File: src/logic/counter_route_pkg.sv
// constants shared by the counter input routing block
package counter_route_pkg;
   // function counter positions, one-hot
   localparam int FN_COUNT = 6;
   localparam int FN_KHZ = 0;
   localparam int FN_MHZ = 1;
   localparam int FN_CHB = 2;
   localparam int FN_PERIOD = 3;
   localparam int FN_TOTAL = 4;
   localparam int FN_CHECK = 5;
   // gate counter length, position 0 is the shortest gate
   localparam int GATE_COUNT = 4;
   // digit strobe bit positions
   localparam int STROBE_COUNT = 8;
   localparam int STB_D1 = 0;
   localparam int STB_D3 = 2;
   localparam int STB_D4 = 3;
   localparam int STB_D8 = 7;
   // front panel button indices
   localparam int BTN_COUNT = 3;
   localparam int BTN_HOLD = 0;
   localparam int BTN_FUNCTION_SELECT_BUTTON = 1;
   localparam int BTN_GATE = 2;
   // divider ratios
   localparam int DIRECT_DIV_RATIO = 10;
   localparam int PRESCALER_RATIO = 64;
   localparam int PRESCALED_DIV_RATIO = 5;
   localparam int TOTAL_PRESCALE_RATIO = PRESCALER_RATIO * PRESCALED_DIV_RATIO;
   localparam int DIV_CNT_W = 4;
   localparam logic [DIV_CNT_W-1:0] DIV_CNT_ZERO = 4'h0;
   localparam logic [DIV_CNT_W-1:0] DIV_CNT_ONE = 4'h1;
   // clock
   localparam int CLK_PERIOD_NS = 50;
endpackage

File: src/logic/onehot_ring.sv
// one-hot ring counter that steps once per advance pulse
`timescale 1ns/1ps
module onehot_ring #(
   parameter int N = 4
) (
   // clock and reset
   input wire logic clk,
   input wire logic rst_n,
   input wire logic ce,
   // step request
   input wire logic advance,
   // position
   output logic [N-1:0] pos_q
);
   localparam logic [N-1:0] FIRST = {{(N-1){1'b0}}, 1'b1};

   if (N < 2)
   begin : g_chk
      $error("onehot_ring needs at least two positions");
   end

   always_ff @(posedge clk or negedge rst_n)
   begin
      if (!rst_n)
         pos_q <= FIRST;
      else if (ce && advance)
         pos_q <= {pos_q[N-2:0], pos_q[N-1]};
   end
endmodule // onehot_ring

File: src/logic/counter_route.sv
// input routing, totalize gating and strobe feedback for the counter chip
//
// Function
// - invert squared direct input before use
// - decade counter divides inverted input by ten
// - MHz function forwards divided direct signal
// - prescaled input arrives already divided by 64
// - divide prescaled signal by five, top stage
// - overall prescaled division is 320
// - prescaled function forwards divide-by-320 signal
// - undriven start/stop input reads as high
// - hold button debounced by set/reset latch
// - totalize gates input by hold and start/stop
// - totalize-enable high when totalize selected
// - routed strobes set chip mode and resolution
// - function control gets D1, D3, D4 or D8
// - range control gets one of D1-D4
// - one-hot function counter, button advances it
// - one-hot gate counter, button advances it
// - function starts at kHz frequency
// - gate starts at shortest gate time
// - hold in totalize truly stops counting
`timescale 1ns/1ps
module counter_route
   import counter_route_pkg::*;
#(
   parameter int DIRECT_DIV = counter_route_pkg::DIRECT_DIV_RATIO,
   parameter int PRESCALED_DIV = counter_route_pkg::PRESCALED_DIV_RATIO
) (
   // clock, reset, enable
   input wire logic clk,
   input wire logic nrst,
   input wire logic ce,
   // signal inputs, already squared
   input wire logic direct_in,
   input wire logic prescaled_input,
   // rear panel start/stop jack
   input wire logic start_stop_in,
   input wire logic start_stop_connected,
   // panel buttons, two contacts each, active low
   input wire logic [counter_route_pkg::BTN_COUNT-1:0] btn_press_n,
   input wire logic [counter_route_pkg::BTN_COUNT-1:0] btn_release_n,
   // digit strobes from the counter chip
   input wire logic [counter_route_pkg::STROBE_COUNT-1:0] digit_select_strobes,
   // towards the counter chip
   output logic counter_in_q,
   output logic function_ctl_q,
   output logic range_ctl_q,
   output logic hold_q,
   // status
   output logic totalize_en,
   output logic [counter_route_pkg::FN_COUNT-1:0] function_pos_q,
   output logic [counter_route_pkg::GATE_COUNT-1:0] gate_pos_q
);
   import counter_route_pkg::*;

   if (DIRECT_DIV < 2 || DIRECT_DIV > 15 || PRESCALED_DIV < 2 || PRESCALED_DIV > 15)
   begin : g_chk
      $error("divider ratio outside 2..15");
   end

   localparam logic [DIV_CNT_W-1:0] DIRECT_LAST = DIV_CNT_W'(DIRECT_DIV - 1);
   localparam logic [DIV_CNT_W-1:0] DIRECT_HALF = DIV_CNT_W'(DIRECT_DIV / 2);
   localparam logic [DIV_CNT_W-1:0] PRESC_LAST = DIV_CNT_W'(PRESCALED_DIV - 1);

   logic rst_meta_q;
   logic rst_n_q;
   logic direct_inv_q;
   logic direct_inv_prev_q;
   logic presc_q;
   logic presc_prev_q;
   logic [DIV_CNT_W-1:0] direct_cnt_q;
   logic [DIV_CNT_W-1:0] presc_cnt_q;
   logic [BTN_COUNT-1:0] deb_q;
   logic [BTN_COUNT-1:0] deb_prev_q;
   logic [BTN_COUNT-1:0] deb_d;
   logic hold_press;

   // reset release through two flops
   always_ff @(posedge clk or negedge nrst)
   begin
      if (!nrst)
      begin
         rst_meta_q <= 1'b0;
         rst_n_q <= 1'b0;
      end
      else
      begin
         rst_meta_q <= 1'b1;
         rst_n_q <= rst_meta_q;
      end
   end

   // input capture; edges counted at clk rate, so inputs above clk/2 alias
   always_ff @(posedge clk or negedge rst_n_q)
   begin
      if (!rst_n_q)
      begin
         // reset high, so neither idle level fakes a first edge
         direct_inv_q <= 1'b1;
         direct_inv_prev_q <= 1'b1;
         presc_q <= 1'b1;
         presc_prev_q <= 1'b1;
      end
      else if (ce)
      begin
         direct_inv_q <= ~direct_in;
         direct_inv_prev_q <= direct_inv_q;
         presc_q <= prescaled_input;
         presc_prev_q <= presc_q;
      end
   end

   wire direct_rise = direct_inv_q & ~direct_inv_prev_q;
   wire presc_rise = presc_q & ~presc_prev_q;

   always_ff @(posedge clk or negedge rst_n_q)
   begin
      if (!rst_n_q)
         direct_cnt_q <= DIV_CNT_ZERO;
      else if (ce && direct_rise)
         direct_cnt_q <= (direct_cnt_q == DIRECT_LAST) ? DIV_CNT_ZERO
                                                       : direct_cnt_q + DIV_CNT_ONE;
   end

   always_ff @(posedge clk or negedge rst_n_q)
   begin
      if (!rst_n_q)
         presc_cnt_q <= DIV_CNT_ZERO;
      else if (ce && presc_rise)
         presc_cnt_q <= (presc_cnt_q == PRESC_LAST) ? DIV_CNT_ZERO
                                                    : presc_cnt_q + DIV_CNT_ONE;
   end

   // divided outputs; the /5 output is high only in its last state
   wire direct_div_out = (direct_cnt_q >= DIRECT_HALF);
   wire presc_div_out = (presc_cnt_q == PRESC_LAST);

   // contact latches: press contact sets, release contact clears, both open keeps
   for (genvar b = 0; b < BTN_COUNT; b++)
   begin : g_btn
      assign deb_d[b] = (!btn_press_n[b] && btn_release_n[b]) ? 1'b1 :
                        (btn_press_n[b] && !btn_release_n[b]) ? 1'b0 : deb_q[b];
   end

   always_ff @(posedge clk or negedge rst_n_q)
   begin
      if (!rst_n_q)
      begin
         deb_q <= {BTN_COUNT{1'b0}};
         deb_prev_q <= {BTN_COUNT{1'b0}};
      end
      else if (ce)
      begin
         deb_q <= deb_d;
         deb_prev_q <= deb_q;
      end
   end

   wire function_select_button_step = deb_q[BTN_FUNCTION_SELECT_BUTTON] & ~deb_prev_q[BTN_FUNCTION_SELECT_BUTTON];
   wire gate_step = deb_q[BTN_GATE] & ~deb_prev_q[BTN_GATE];
   assign hold_press = deb_q[BTN_HOLD];

   onehot_ring #(
      .N(FN_COUNT)
   ) u_function_ring (
      .clk(clk),
      .rst_n(rst_n_q),
      .ce(ce),
      .advance(function_select_button_step),
      .pos_q(function_pos_q)
   );

   onehot_ring #(
      .N(GATE_COUNT)
   ) u_gate_ring (
      .clk(clk),
      .rst_n(rst_n_q),
      .ce(ce),
      .advance(gate_step),
      .pos_q(gate_pos_q)
   );

   // selection
   assign totalize_en = function_pos_q[FN_TOTAL];
   wire start_stop_ok = start_stop_connected ? start_stop_in : 1'b1;
   wire direct_path = function_pos_q[FN_MHZ] ? direct_div_out : direct_inv_q;
   wire routed = function_pos_q[FN_CHB] ? presc_div_out : direct_path;
   wire gated = direct_path & ~hold_press & start_stop_ok;
   wire counter_in_d = totalize_en ? gated : routed;

   // strobe feedback to the chip control inputs
   wire fn_on_d1 = function_pos_q[FN_KHZ] | function_pos_q[FN_MHZ] | function_pos_q[FN_CHB];
   wire function_ctl_d = (fn_on_d1 & digit_select_strobes[STB_D1]) |
                         (function_pos_q[FN_CHECK] & digit_select_strobes[STB_D3]) |
                         (function_pos_q[FN_TOTAL] & digit_select_strobes[STB_D4]) |
                         (function_pos_q[FN_PERIOD] & digit_select_strobes[STB_D8]);
   wire range_ctl_d = |(gate_pos_q & digit_select_strobes[GATE_COUNT-1:0]);

   // one register stage; strobe slots far outlast a 50 ns delay
   always_ff @(posedge clk or negedge rst_n_q)
   begin
      if (!rst_n_q)
      begin
         counter_in_q <= 1'b0;
         function_ctl_q <= 1'b0;
         range_ctl_q <= 1'b0;
         hold_q <= 1'b0;
      end
      else if (ce)
      begin
         counter_in_q <= counter_in_d;
         function_ctl_q <= function_ctl_d;
         range_ctl_q <= range_ctl_d;
         hold_q <= hold_press;
      end
   end

   property p_fn_onehot;
      @(posedge clk) disable iff (!rst_n_q)
      $onehot(function_pos_q);
   endproperty
   a_fn_onehot: assert property (p_fn_onehot)
      else $error("function position not one-hot");

   property p_gate_onehot;
      @(posedge clk) disable iff (!rst_n_q)
      $onehot(gate_pos_q);
   endproperty
   a_gate_onehot: assert property (p_gate_onehot)
      else $error("gate position not one-hot");

   property p_fn_reset;
      @(posedge clk) $rose(rst_n_q) |-> function_pos_q[FN_KHZ] && gate_pos_q[0];
   endproperty
   a_fn_reset: assert property (p_fn_reset)
      else $error("power-on position wrong");

   property p_fn_step;
      @(posedge clk) disable iff (!rst_n_q)
      (ce && function_select_button_step) |=> function_pos_q == {$past(function_pos_q[FN_COUNT-2:0]),
                                               $past(function_pos_q[FN_COUNT-1])};
   endproperty
   a_fn_step: assert property (p_fn_step)
      else $error("function did not step by one");

   property p_gate_still;
      @(posedge clk) disable iff (!rst_n_q)
      !gate_step |=> $stable(gate_pos_q);
   endproperty
   a_gate_still: assert property (p_gate_still)
      else $error("gate moved without press");

   property p_hold_blocks;
      @(posedge clk) disable iff (!rst_n_q)
      (ce && totalize_en && hold_press) |=> !counter_in_q;
   endproperty
   a_hold_blocks: assert property (p_hold_blocks)
      else $error("hold did not stop totalize input");

   property p_chb_route;
      @(posedge clk) disable iff (!rst_n_q)
      (ce && function_pos_q[FN_CHB]) |=> counter_in_q == $past(presc_div_out);
   endproperty
   a_chb_route: assert property (p_chb_route)
      else $error("prescaled path not forwarded");

   // sampled reset in the antecedent keeps the release edge out: outputs still reset there
   property p_khz_route;
      @(posedge clk) disable iff (!rst_n_q)
      (rst_n_q && ce && function_pos_q[FN_KHZ]) |=> counter_in_q == $past(direct_inv_q);
   endproperty
   a_khz_route: assert property (p_khz_route)
      else $error("undivided path not forwarded");

   property p_mhz_route;
      @(posedge clk) disable iff (!rst_n_q)
      (rst_n_q && ce && function_pos_q[FN_MHZ]) |=> counter_in_q == $past(direct_div_out);
   endproperty
   a_mhz_route: assert property (p_mhz_route)
      else $error("divided path not forwarded");

   property p_total_free;
      @(posedge clk) disable iff (!rst_n_q)
      (rst_n_q && ce && totalize_en && !hold_press && !start_stop_connected) |=>
         counter_in_q == $past(direct_inv_q);
   endproperty
   a_total_free: assert property (p_total_free)
      else $error("open start/stop jack blocked totalize input");

   property p_total_stop;
      @(posedge clk) disable iff (!rst_n_q)
      (ce && totalize_en && start_stop_connected && !start_stop_in) |=> !counter_in_q;
   endproperty
   a_total_stop: assert property (p_total_stop)
      else $error("start/stop low did not stop totalize input");

   property p_period_strobe;
      @(posedge clk) disable iff (!rst_n_q)
      (ce && function_pos_q[FN_PERIOD]) |=> function_ctl_q == $past(digit_select_strobes[STB_D8]);
   endproperty
   a_period_strobe: assert property (p_period_strobe)
      else $error("period not routed to D8");

   property p_range_first;
      @(posedge clk) disable iff (!rst_n_q)
      (rst_n_q && ce && gate_pos_q[0]) |=> range_ctl_q == $past(digit_select_strobes[STB_D1]);
   endproperty
   a_range_first: assert property (p_range_first)
      else $error("shortest gate not routed to D1");

   property p_presc_wrap;
      @(posedge clk) disable iff (!rst_n_q)
      presc_cnt_q <= PRESC_LAST;
   endproperty
   a_presc_wrap: assert property (p_presc_wrap)
      else $error("divide-by-five count out of range");
endmodule // counter_route

File: config.mk
export PLATFORM = sky130hd
export DESIGN_NAME = counter_route
export DESIGN_NICKNAME = d
export VERILOG_FILES = /design/src/logic/counter_route_pkg.sv /design/src/logic/onehot_ring.sv /design/src/logic/counter_route.sv
export SDC_FILE = /design/constraint.sdc
export NUM_CORES = 1
export LEC_CHECK = 0
export BUFFER_PORTS_ARGS = -buffer_cell sky130_fd_sc_hd__buf_4
export CAP_MARGIN = 15
export CELL_PAD_IN_SITES_DETAIL_PLACEMENT = 1
export CELL_PAD_IN_SITES_GLOBAL_PLACEMENT = 1
export CORE_ASPECT_RATIO = 0.9
export CORE_MARGIN = 4
export CORE_UTILIZATION = 41
export DETAILED_ROUTE_END_ITERATION = 12
export MAX_ROUTING_LAYER = met4
export PLACE_DENSITY_LB_ADDON = 0.05
export SKIP_CTS_REPAIR_TIMING = 1
export SYNTH_ARGS = -nofsm -noshare
export SYNTH_HDL_FRONTEND = slang
export SYNTH_SLANG_ARGS = --single-unit
File: constraint.sdc
create_clock -name clk -period 1.2 [get_ports clk]
set_input_delay 0.06 -clock clk [delete_from_list [all_inputs] [get_ports clk]]
set_output_delay 0.06 -clock clk [all_outputs]
set_load 0.02 [all_outputs]
==> flow_metrics.tcl, run 1 <==
set metrics [dict create \
    outcome "finished with violations" \
    violations "negative setup slack" \
    setup_violations 2 \
    arrival_ps 1460 \
    viasPerCell 5.113 \
    drc_errors 0 \
    yosysTopAreaCell "dfrtp_1" \
    synth_ff_type "dfrtp_1" \
    max_clock_freq_ghz 0.7704 \
    rsz0062_at_grt "true" \
    slew_viol_final 0 \
    dr_total_vias 1130 \
    setup_slack_ps -98.07 \
    power_leakage_nw 0.9940 \
    hpwl_um 2421 \
    irDropWorstVdd_v 0.0007923 \
    clkLatencyLatePin_ps 280 \
    num_rows 20 \
    synth_area_per_cell_um2 11.83 \
    hold_path.class "in -> reg" \
    h-tree-depth 2 \
    synth_enable_flop_cells 0 \
    grt_max_degree 32 \
    cts_root_buffer "clkbuf_8" \
    maxCapViolCount 0 \
    synthMostInstantiatedCell "dfrtp_1" \
    die_w_um 71.31 \
    drive_above_1_share_pct 46.33 \
    grt_overflow 0 \
    switchingPower_uw 918.3 \
    gp_congestion 0.7308 \
    cts_buffers 5 \
    finalSetupTns_ps -139.8 \
    initial_core_util_pct 43.14 \
    wl_per_cell_um 14.94 \
    dr.pass1.iters 4 \
    n_antenna_cell 0 \
    syn2layout_area_growth_pct 35.45 \
    setup.worst_path.end_class "flip-flop" \
    core_mm2 0.003428 \
    yosysUniqueCellTypes 31 \
    finalClockSkew_ps 1.922 \
    antenna_found_initial 0 \
    clkTransAtPathRegs_ps 60 \
    synth_nets 151 \
    fin_total_pwr_mw 3.140 \
    pwr-share-clk_pct 26.4 \
    power_density_mw_per_mm2 1567 \
    swShare_pct 29.25 \
    crit_type "reg -> reg" \
    grt_pass1_wl_um 5181 \
    power.internal_mw 2.222 \
    power_frac_comb_pct 26.4 \
    syn_inst 125 \
    synth_top_cells_by_count "dfrtp_1 (27), mux2_2 (14), o21ai_0 (12)" \
    drtIter0Drc 27 \
    synth_area_mm2 0.001479 \
    ioPinCount 36 \
    yosys_warnings 0 \
    cts_tree "built" \
    worstPathMaxFanout 4 \
    design_area_mm2 0.002003 \
    synth.area.top_cells "dfrtp_1 (46%), dfstp_2 (11%), mux2_2 (11%)" \
    wl_um 3301 \
    nets 202 \
    dieArea_mm2 0.004633 \
    ant_nets 0 \
    die_y_um 64.98 \
    synth_top_area_share_pct 45.69 \
    synth-seq-cells 33 \
    finalHoldViolCount 0 \
    p_seq_share_pct 47.2 \
    grt_pass1_vias 1110 \
    startpoint_type "flip-flop" \
    min_period_over_period_pct 108.2 \
    clock_path_buffers 2 \
    cts_sinks 33 \
    synth.yosys.seq_area_share_pct 56.35 \
    layout_min_cycle_time_ps 1298 \
    worst_ep_required_time_ps 1360 \
    synthArstFlopShare_pct 100.0 \
    numPortBuffers 32 \
    placed_cell_area_mm2 0.001812 \
    grt_usage_pct 14.98 \
]
-- layout by cell type, fill, tap and decap left out, types with 2 or more instances in the layout --
master / count
xor2_1: 2
nor2b_1: 2
mux2_2: 14
clkbuf_1: 2
nand3b_1: 5
nor2_1: 6
clkbuf_8: 6
inv_1: 8
a31oi_1: 2
o21ai_0: 10
inv_2: 2
nand3_1: 2
nand2_1: 6
buf_4: 46
dfrtp_1: 27
a21oi_1: 2
a22oi_1: 2
dfstp_2: 6
ha_1: 4
dlygate4sd3_1: 2
-- sequential cells by signal (all words and copies together) (netlist names), 3 cells and up --
signal                 cells
deb_prev_q                 3
u_gate_ring.pos_q          4
presc_cnt_q                4
u_function_ring.pos_q      6
deb_q                      3
direct_cnt_q               4
-- power groups by stage --
stage | clock, mW | combinational [mW] | sequential, mW
3_3_place_gp | 0 | 0.630 | 1.47
6_report | 0.827 | 0.830 | 1.48
2_1_floorplan | 0 | 0.386 | 1.48
3_5_place_dp | 0 | 0.666 | 1.49
4_1_cts | 0.857 | 0.671 | 1.47
5_1_grt | 0.926 | 0.926 | 1.51
-- area by class of cell --
cell class	instances	area, um2
timing repair buffer	48	365.4
multi-input combinational	78	621.8
tap	44	55.05
inverter	10	37.54
clock buffer	8	90.09
fill	369	1425
sequential	33	833.3
-- cell families after synthesis --
group           share of synthesized area [%]
compound gates                          11.08
xor+xnor                                1.185
fa+ha+maj                               4.230
buf+inv                                 4.399
flops                                   56.35
mux                                     12.10
other cells                            0.2536
simple gates                            10.41
-- metrics by stage --
stage	hold WS (ps)	utilization, %	instances	setup WS (ps)
2_1_floorplan	-235.6	-	125	-103.8
3_3_place_gp	-158.4	52.85	205	-124.0
3_5_place_dp	-155.5	52.85	205	-191.5
4_1_cts	-456.5	55.47	213	-200.1
5_1_grt	20.68	58.43	221	-126.4
6_report	25.35	58.43	221	-98.07
-- routing by layer --
layer | track usage (%) | wire (um)
met1 | 17.34 | 1366
met2 | 23.97 | 1793
met3 | 3.876 | 100
met4 | 7.746 | 41
met5 | - | 0
-- final timing paths --
path,from,end,slack (ps),depth (start not counted)
max reg2reg,presc_q,presc_cnt_q[3],-100,3
min reg2reg,rst_n_q,deb_q[1],250,1
min,prescaled_input,presc_q,30,2
max,presc_q,presc_cnt_q[3],-100,3
max in group asynchronous,rst_n_q,u_gate_ring.pos_q[0],620,1
min in group asynchronous,nrst,rst_meta_q,110,2
-- worst max-delay path, stage by stage (launching register included) --
cell,delay (ps)
dfstp_2,520
and3b_2,210
nand4_1,130
mux2_4,320
(Power assumes the default switching activity.)
==> run 2, diff against run 1 <==
==> constraint.sdc (replaced) <==
create_clock -name clk -period 1.3 [get_ports clk]
set_input_delay 0.065 -clock clk [delete_from_list [all_inputs] [get_ports clk]]
set_output_delay 0.065 -clock clk [all_outputs]
set_load 0.02 [all_outputs]
==> run 2 against run 1 <==
Against the previous run:
- the run still ends with negative setup slack left
- count of clock-buffer cells in the layout decreased by 1
- maximum frequency shrank 1.0%
- register-to-register slack better by 90 ps
- largest power group unchanged
- largest cell class unchanged
- power fell by 8.1%
- highest routed layer unchanged
==> flow_metrics.tcl, run 2 (same netlist as run 1, synthesis figures left out) <==
set metrics [dict create \
    outcome "finished with violations" \
    violations "negative setup slack" \
    reg2reg_depth 3 \
    place_ws_ps -23.03 \
    arrival_ps 1470 \
    mostFrequentLayoutCells "buf_4 (42), dfrtp_1 (27), mux2_2 (14)" \
    setup_slack_ps -11.43 \
    grt_pass1_wl_um 5520 \
    finalHoldViolCount 0 \
    timing.hold.ws_ps 16.25 \
    drc_errors 0 \
    cpLargestDelayFamily "flip-flops" \
    die_w_um 71.31 \
    cpPeakStageDelay_ps 530 \
    cts_sinks 33 \
    clkTransAtPathRegs_ps 70 \
    cp_slowest_cell "dfstp_2" \
    final_common_cell "buf_4" \
    hpwl_um 2395 \
    grt_overflow 0 \
    drtIter0Drc 58 \
    reg2reg_slack_ps -10 \
    slew_viol_final 0 \
    cts_tree "built" \
    h-tree-depth 2 \
    syn2layout_area_growth_pct 33.08 \
    largest_reg_flops 6 \
    setup.worst_path.end_class "flip-flop" \
    crit_cells 3 \
    maxCapViolCount 0 \
    min_period_over_period_pct 100.9 \
    finalClockSkew_ps 6.333 \
    crit_type "reg -> reg" \
    final_cell_count_no_fill 217 \
    worstSetupStartpoint "presc_q" \
    setup_violations 1 \
    worstPathMaxFanout 4 \
    cts_root_buffer "clkbuf_8" \
    dr_total_vias 1093 \
    grt_pass1_vias 1200 \
    drive_above_1_share_pct 43.93 \
    num_rows 20 \
    finalSetupTns_ps -11.43 \
    wl_um 3256 \
    ioPinCount 36 \
    max_clock_freq_ghz 0.7625 \
    grt_usage_pct 15.68 \
    design_area_mm2 0.001968 \
    initial_core_util_pct 43.14 \
    grt_max_degree 32 \
    layout_min_cycle_time_ps 1311 \
    worst_ep_required_time_ps 1460 \
    ant_nets 0 \
    hold_path.class "in -> reg" \
    cts_buffers 5 \
    power_density_mw_per_mm2 1466 \
    n_fill_cell 367 \
    die_y_um 64.98 \
    gp_congestion 0.7101 \
    viasPerCell 5.037 \
    core_mm2 0.003428 \
    dp.cells 203 \
    wl_per_cell_um 15.00 \
    rr_endpoint "presc_cnt_q[3]" \
    endpoint "presc_cnt_q[3]" \
    clock_path_buffers 2 \
    startpoint_type "flip-flop" \
    power_leakage_nw 0.9829 \
    nets 198 \
    rsz0062_at_grt "true" \
    numPortBuffers 32 \
    regMostFlops "u_function_ring.pos_q" \
    timing.rr.start "presc_q" \
    crit_buf_inv 0 \
    placed_cell_area_mm2 0.001792 \
    n_antenna_cell 0 \
    irDropWorstVdd_v 0.0008737 \
    dieArea_mm2 0.004633 \
    clkLatencyLatePin_ps 280 \
    dr.pass1.iters 4 \
    antenna_found_initial 0 \
    crit_chain "and3b_2 -> nand4_1 -> mux2_4" \
]
==> run 2: area by class of cell <==
| type | count | area (um2) | area share [%] |
|---|---|---|---|
| clock buffers | 7 | 96.34 | 4.895 |
| clock inverters | 1 | 5.005 | 0.2543 |
| inverters | 10 | 37.54 | 1.907 |
| multi-input cells | 78 | 605.6 | 30.77 |
| flip-flops and latches | 33 | 833.3 | 42.34 |
| well taps | 44 | 55.05 | 2.797 |
| repair buffers | 44 | 335.3 | 17.04 |
==> run 2: worst min path at each step <==
stage	start	endpoint	slack (ps)	cells after the start
after floorplan	nrst	rst_meta_q	-230	0
after global placement	nrst	rst_meta_q	-150	1
after detailed placement	nrst	rst_meta_q	-150	1
after CTS	nrst	rst_meta_q	-460	1
after global routing	prescaled_input	presc_q	10	2
final	prescaled_input	presc_q	20	2
==> run 2: per-stage QoR <==
stage	util (%)	total power, mW
after floorplan	-	1.715
after global placement	52.26	1.874
after detailed placement	52.26	1.936
after CTS	55.22	2.783
after global routing	57.41	3.111
final	57.41	2.885
==> run 2: worst register-to-register path: cells and delay by family (launching register included) <==
| family | cells | cell delay (ps) |
|---|---|---|
| flops | 1 | 530 |
| simple gates | 2 | 350 |
| mux | 1 | 320 |
==> run 2: report_power, final <==
part	internal [mW]	switching [mW]	leakage, nW
Clock	0.478	0.353	0.0542
Combinational	0.371	0.316	0.518
Sequential	1.21	0.154	0.411
Total	2.06	0.823	0.983
==> run 2: per-layer routing <==
metal	part of all wire [%]	up-vias	global-route usage (%)	wire [um]
met5	0	-	-	0
met4	0.71	0	4.930	23
met3	3.1	4	5.271	100
met2	53	15	25.34	1725
met1	43	544	18.49	1406
li1	-	530	-	-
==> run 3, diff against run 2 <==
--- a/config.mk
+++ b/config.mk
@@ -18,4 +18,5 @@
 export SKIP_CTS_REPAIR_TIMING = 1
 export SYNTH_ARGS = -nofsm -noshare
 export SYNTH_HDL_FRONTEND = slang
+export SYNTH_HIERARCHICAL = 1
 export SYNTH_SLANG_ARGS = --single-unit
==> run 3 against run 2 <==
Against the previous run:
- the flow now finishes without violations
- sequential power barely moved
- wire length rose by 7.9%
- final cell count fell by 1.4%
- global-route usage rose by 0.59 points
- sequential cell count did not move
- worst hold slack improved by 3.4 ps
- maximum frequency rose by 1.4%
- via count barely moved
- register-to-register slack improved by 20 ps
- clock skew fell by 0.51 ps
- largest cell class unchanged
==> flow_metrics.tcl, run 3 <==
set metrics [dict create \
    outcome "completed" \
    dieArea_mm2 0.004796 \
    dr.pass1.iters 4 \
    final_cell_count_no_fill 214 \
    gr-max-usage-layer "met2" \
    layout_min_cycle_time_ps 1293 \
    synth-seq-cells 33 \
    reg2reg_depth 3 \
    drive_above_1_share_pct 45.88 \
    yosys_warnings 6 \
    cts_tree "built" \
    antenna_found_initial 0 \
    synthSimpleGateAreaFrac_pct 12.53 \
    synth_compound_area_share_pct 9.520 \
    power_density_mw_per_mm2 1402 \
    syn_inst 125 \
    worst_ep_required_time_ps 1470 \
    n_antenna_cell 0 \
    n_fill_cell 374 \
    power_leakage_nw 1.000 \
    dr_total_vias 1094 \
    min_period_over_period_pct 99.46 \
    synth-xor-area-share_pct 1.139 \
    crit_type "reg -> reg" \
    setup_violations 0 \
    synth_area_mm2 0.001538 \
    yosysTopAreaCell "dfrtp_1" \
    cts_root_buffer "clkbuf_8" \
    final_common_cell "buf_4" \
    arrival_ps 1460 \
    hpwl_um 2530 \
    grt_overflow 0 \
    regMostFlops "u_function_ring/pos_q" \
    synth_ff_type "dfrtp_1" \
    synth.area.top_cells "dfrtp_1 (44%), dfstp_2 (10%), mux2_4 (6.8%)" \
    finalClockSkew_ps 5.824 \
    wl_per_cell_um 16.42 \
    synth.yosys.seq_area_share_pct 54.19 \
    rsz0062_at_grt "true" \
    grt_max_degree 32 \
    core_mm2 0.003503 \
    startpoint_type "flip-flop" \
    worstPathMaxFanout 5 \
    setup_slack_ps 7.001 \
    synthMostInstantiatedCell "dfrtp_1" \
    gp_congestion 0.7454 \
    num_rows 20 \
    clkLatencyLatePin_ps 280 \
    crit_chain "and3b_2 -> nand4_4 -> mux2_4" \
    yosysUniqueCellTypes 35 \
    initial_core_util_pct 43.89 \
    synth_top_family_by_area "multiplexers" \
    hold_path.class "in -> reg" \
    synthAdderAreaFrac_pct 4.068 \
    setup.worst_path.end_class "flip-flop" \
    synthArstFlopShare_pct 100.0 \
    max_clock_freq_ghz 0.7734 \
    place_ws_ps -36.42 \
    nets 196 \
    met1_usage_pct 19.46 \
    h-tree-depth 2 \
    synth_nets 151 \
    synth_top_cells_by_count "dfrtp_1 (27), o21ai_0 (11), mux2_2 (9)" \
    finalHoldViolCount 0 \
    gr-usage-met2_pct 25.68 \
    slew_viol_final 0 \
    grt_usage_pct 16.28 \
    ioPinCount 36 \
    maxCapViolCount 0 \
    yosys-mux-area-fraction_pct 14.08 \
    syn2layout_area_growth_pct 29.78 \
    synth_enable_flop_cells 0 \
    cp_slowest_cell "dfstp_2" \
    grt_pass1_vias 1153 \
    hold_path_depth 2 \
    synth_area_per_cell_um2 12.30 \
    dp.cells 204 \
    clkTransAtPathRegs_ps 70 \
    cpPeakStageDelay_ps 530 \
    numPortBuffers 32 \
    largest_reg_flops 6 \
    drtIter0Drc 54 \
    mostFrequentLayoutCells "buf_4 (39), dfrtp_1 (27), o21ai_0 (11)" \
    die_y_um 66.10 \
    irDropWorstVdd_v 0.0008363 \
    wl_um 3513 \
    synth_top_area_share_pct 43.94 \
    drc_errors 0 \
    cts_sinks 33 \
    cts_buffers 5 \
    grt_util_met3_pct 5.623 \
    die_w_um 72.56 \
    ant_nets 0 \
    viasPerCell 5.112 \
    grt_pass1_wl_um 5692 \
    clock_path_buffers 2 \
]
-- run 3: changes by cell type after synthesis, moves of 2 or more --
| cell | delta |
|---|---|
| nor2b_1 | +3 |
| mux2_2 | -5 |
| mux2_4 | +7 |
| inv_1 | -2 |
-- run 3: path summary, 6_finish.rpt --
check                                 from  slack [ps]                        to
hold / removal             prescaled_input          20                   presc_q
hold reg to reg                    rst_n_q         250  u_function_ring/pos_q[1]
setup / recovery                   presc_q           7            presc_cnt_q[3]
min in group asynchronous             nrst         110                   rst_n_q
setup reg to reg                   presc_q           7            presc_cnt_q[3]
max in group asynchronous          rst_n_q         720              presc_prev_q
-- run 3: layer usage --
metal,routed length (um),vias to the layer above
met5,0,-
met4,24,0
met3,106,2
met2,1903,16
met1,1479,554
li1,-,522
-- run 3: per-stage QoR --
stage | TNS (ps) | util [%] | area [um2] | hold slack (ps) | power (mW)
2_1_floorplan | 0 | - | 1538 | -230.6 | 1.761
3_3_place_gp | -4.548 | 53.29 | 1867 | -153.4 | 1.964
3_5_place_dp | -36.42 | 53.29 | 1867 | -152.0 | 2.021
4_1_cts | -48.73 | 55.75 | 1953 | -458.4 | 2.805
5_1_grt | -119.0 | 56.96 | 1996 | 14.85 | 3.006
6_report | 0 | 56.96 | 1996 | 19.68 | 2.799
-- run 3: cells by family after synthesis --
kind of cell,count (synthesis)
AOI/OAI and AO/OA,23
xor gates and xnor gates,2
adders and majority gates,5
buffers and inverters,13
DFF,33
muxes,17
other,1
and+or+nand+nor,31
-- run 3: cell type report --
type | instances | area (um2) | area share [%]
multi-input cells | 79 | 654.4 | 32.79
inverters | 9 | 33.78 | 1.693
flip-flops and latches | 33 | 833.3 | 41.76
clock buffers | 7 | 86.33 | 4.326
well taps | 44 | 55.05 | 2.759
repair buffers | 42 | 332.8 | 16.68
-- run 3: where the power goes --
group          total [mW]  internal, mW  switching [mW]  leakage [nW]
logic               0.672         0.335           0.337         0.545
registers            1.36          1.21           0.148         0.411
clock network       0.766         0.420           0.346        0.0443
total                2.80          1.97           0.832          1.00
-- run 3: worst max-delay path, delay by kind of cell (launching register included) --
| family | cells | cell delay, ps |
|---|---|---|
| AND/OR/NAND/NOR | 2 | 360 |
| multiplexers | 1 | 300 |
| flip-flops | 1 | 530 |
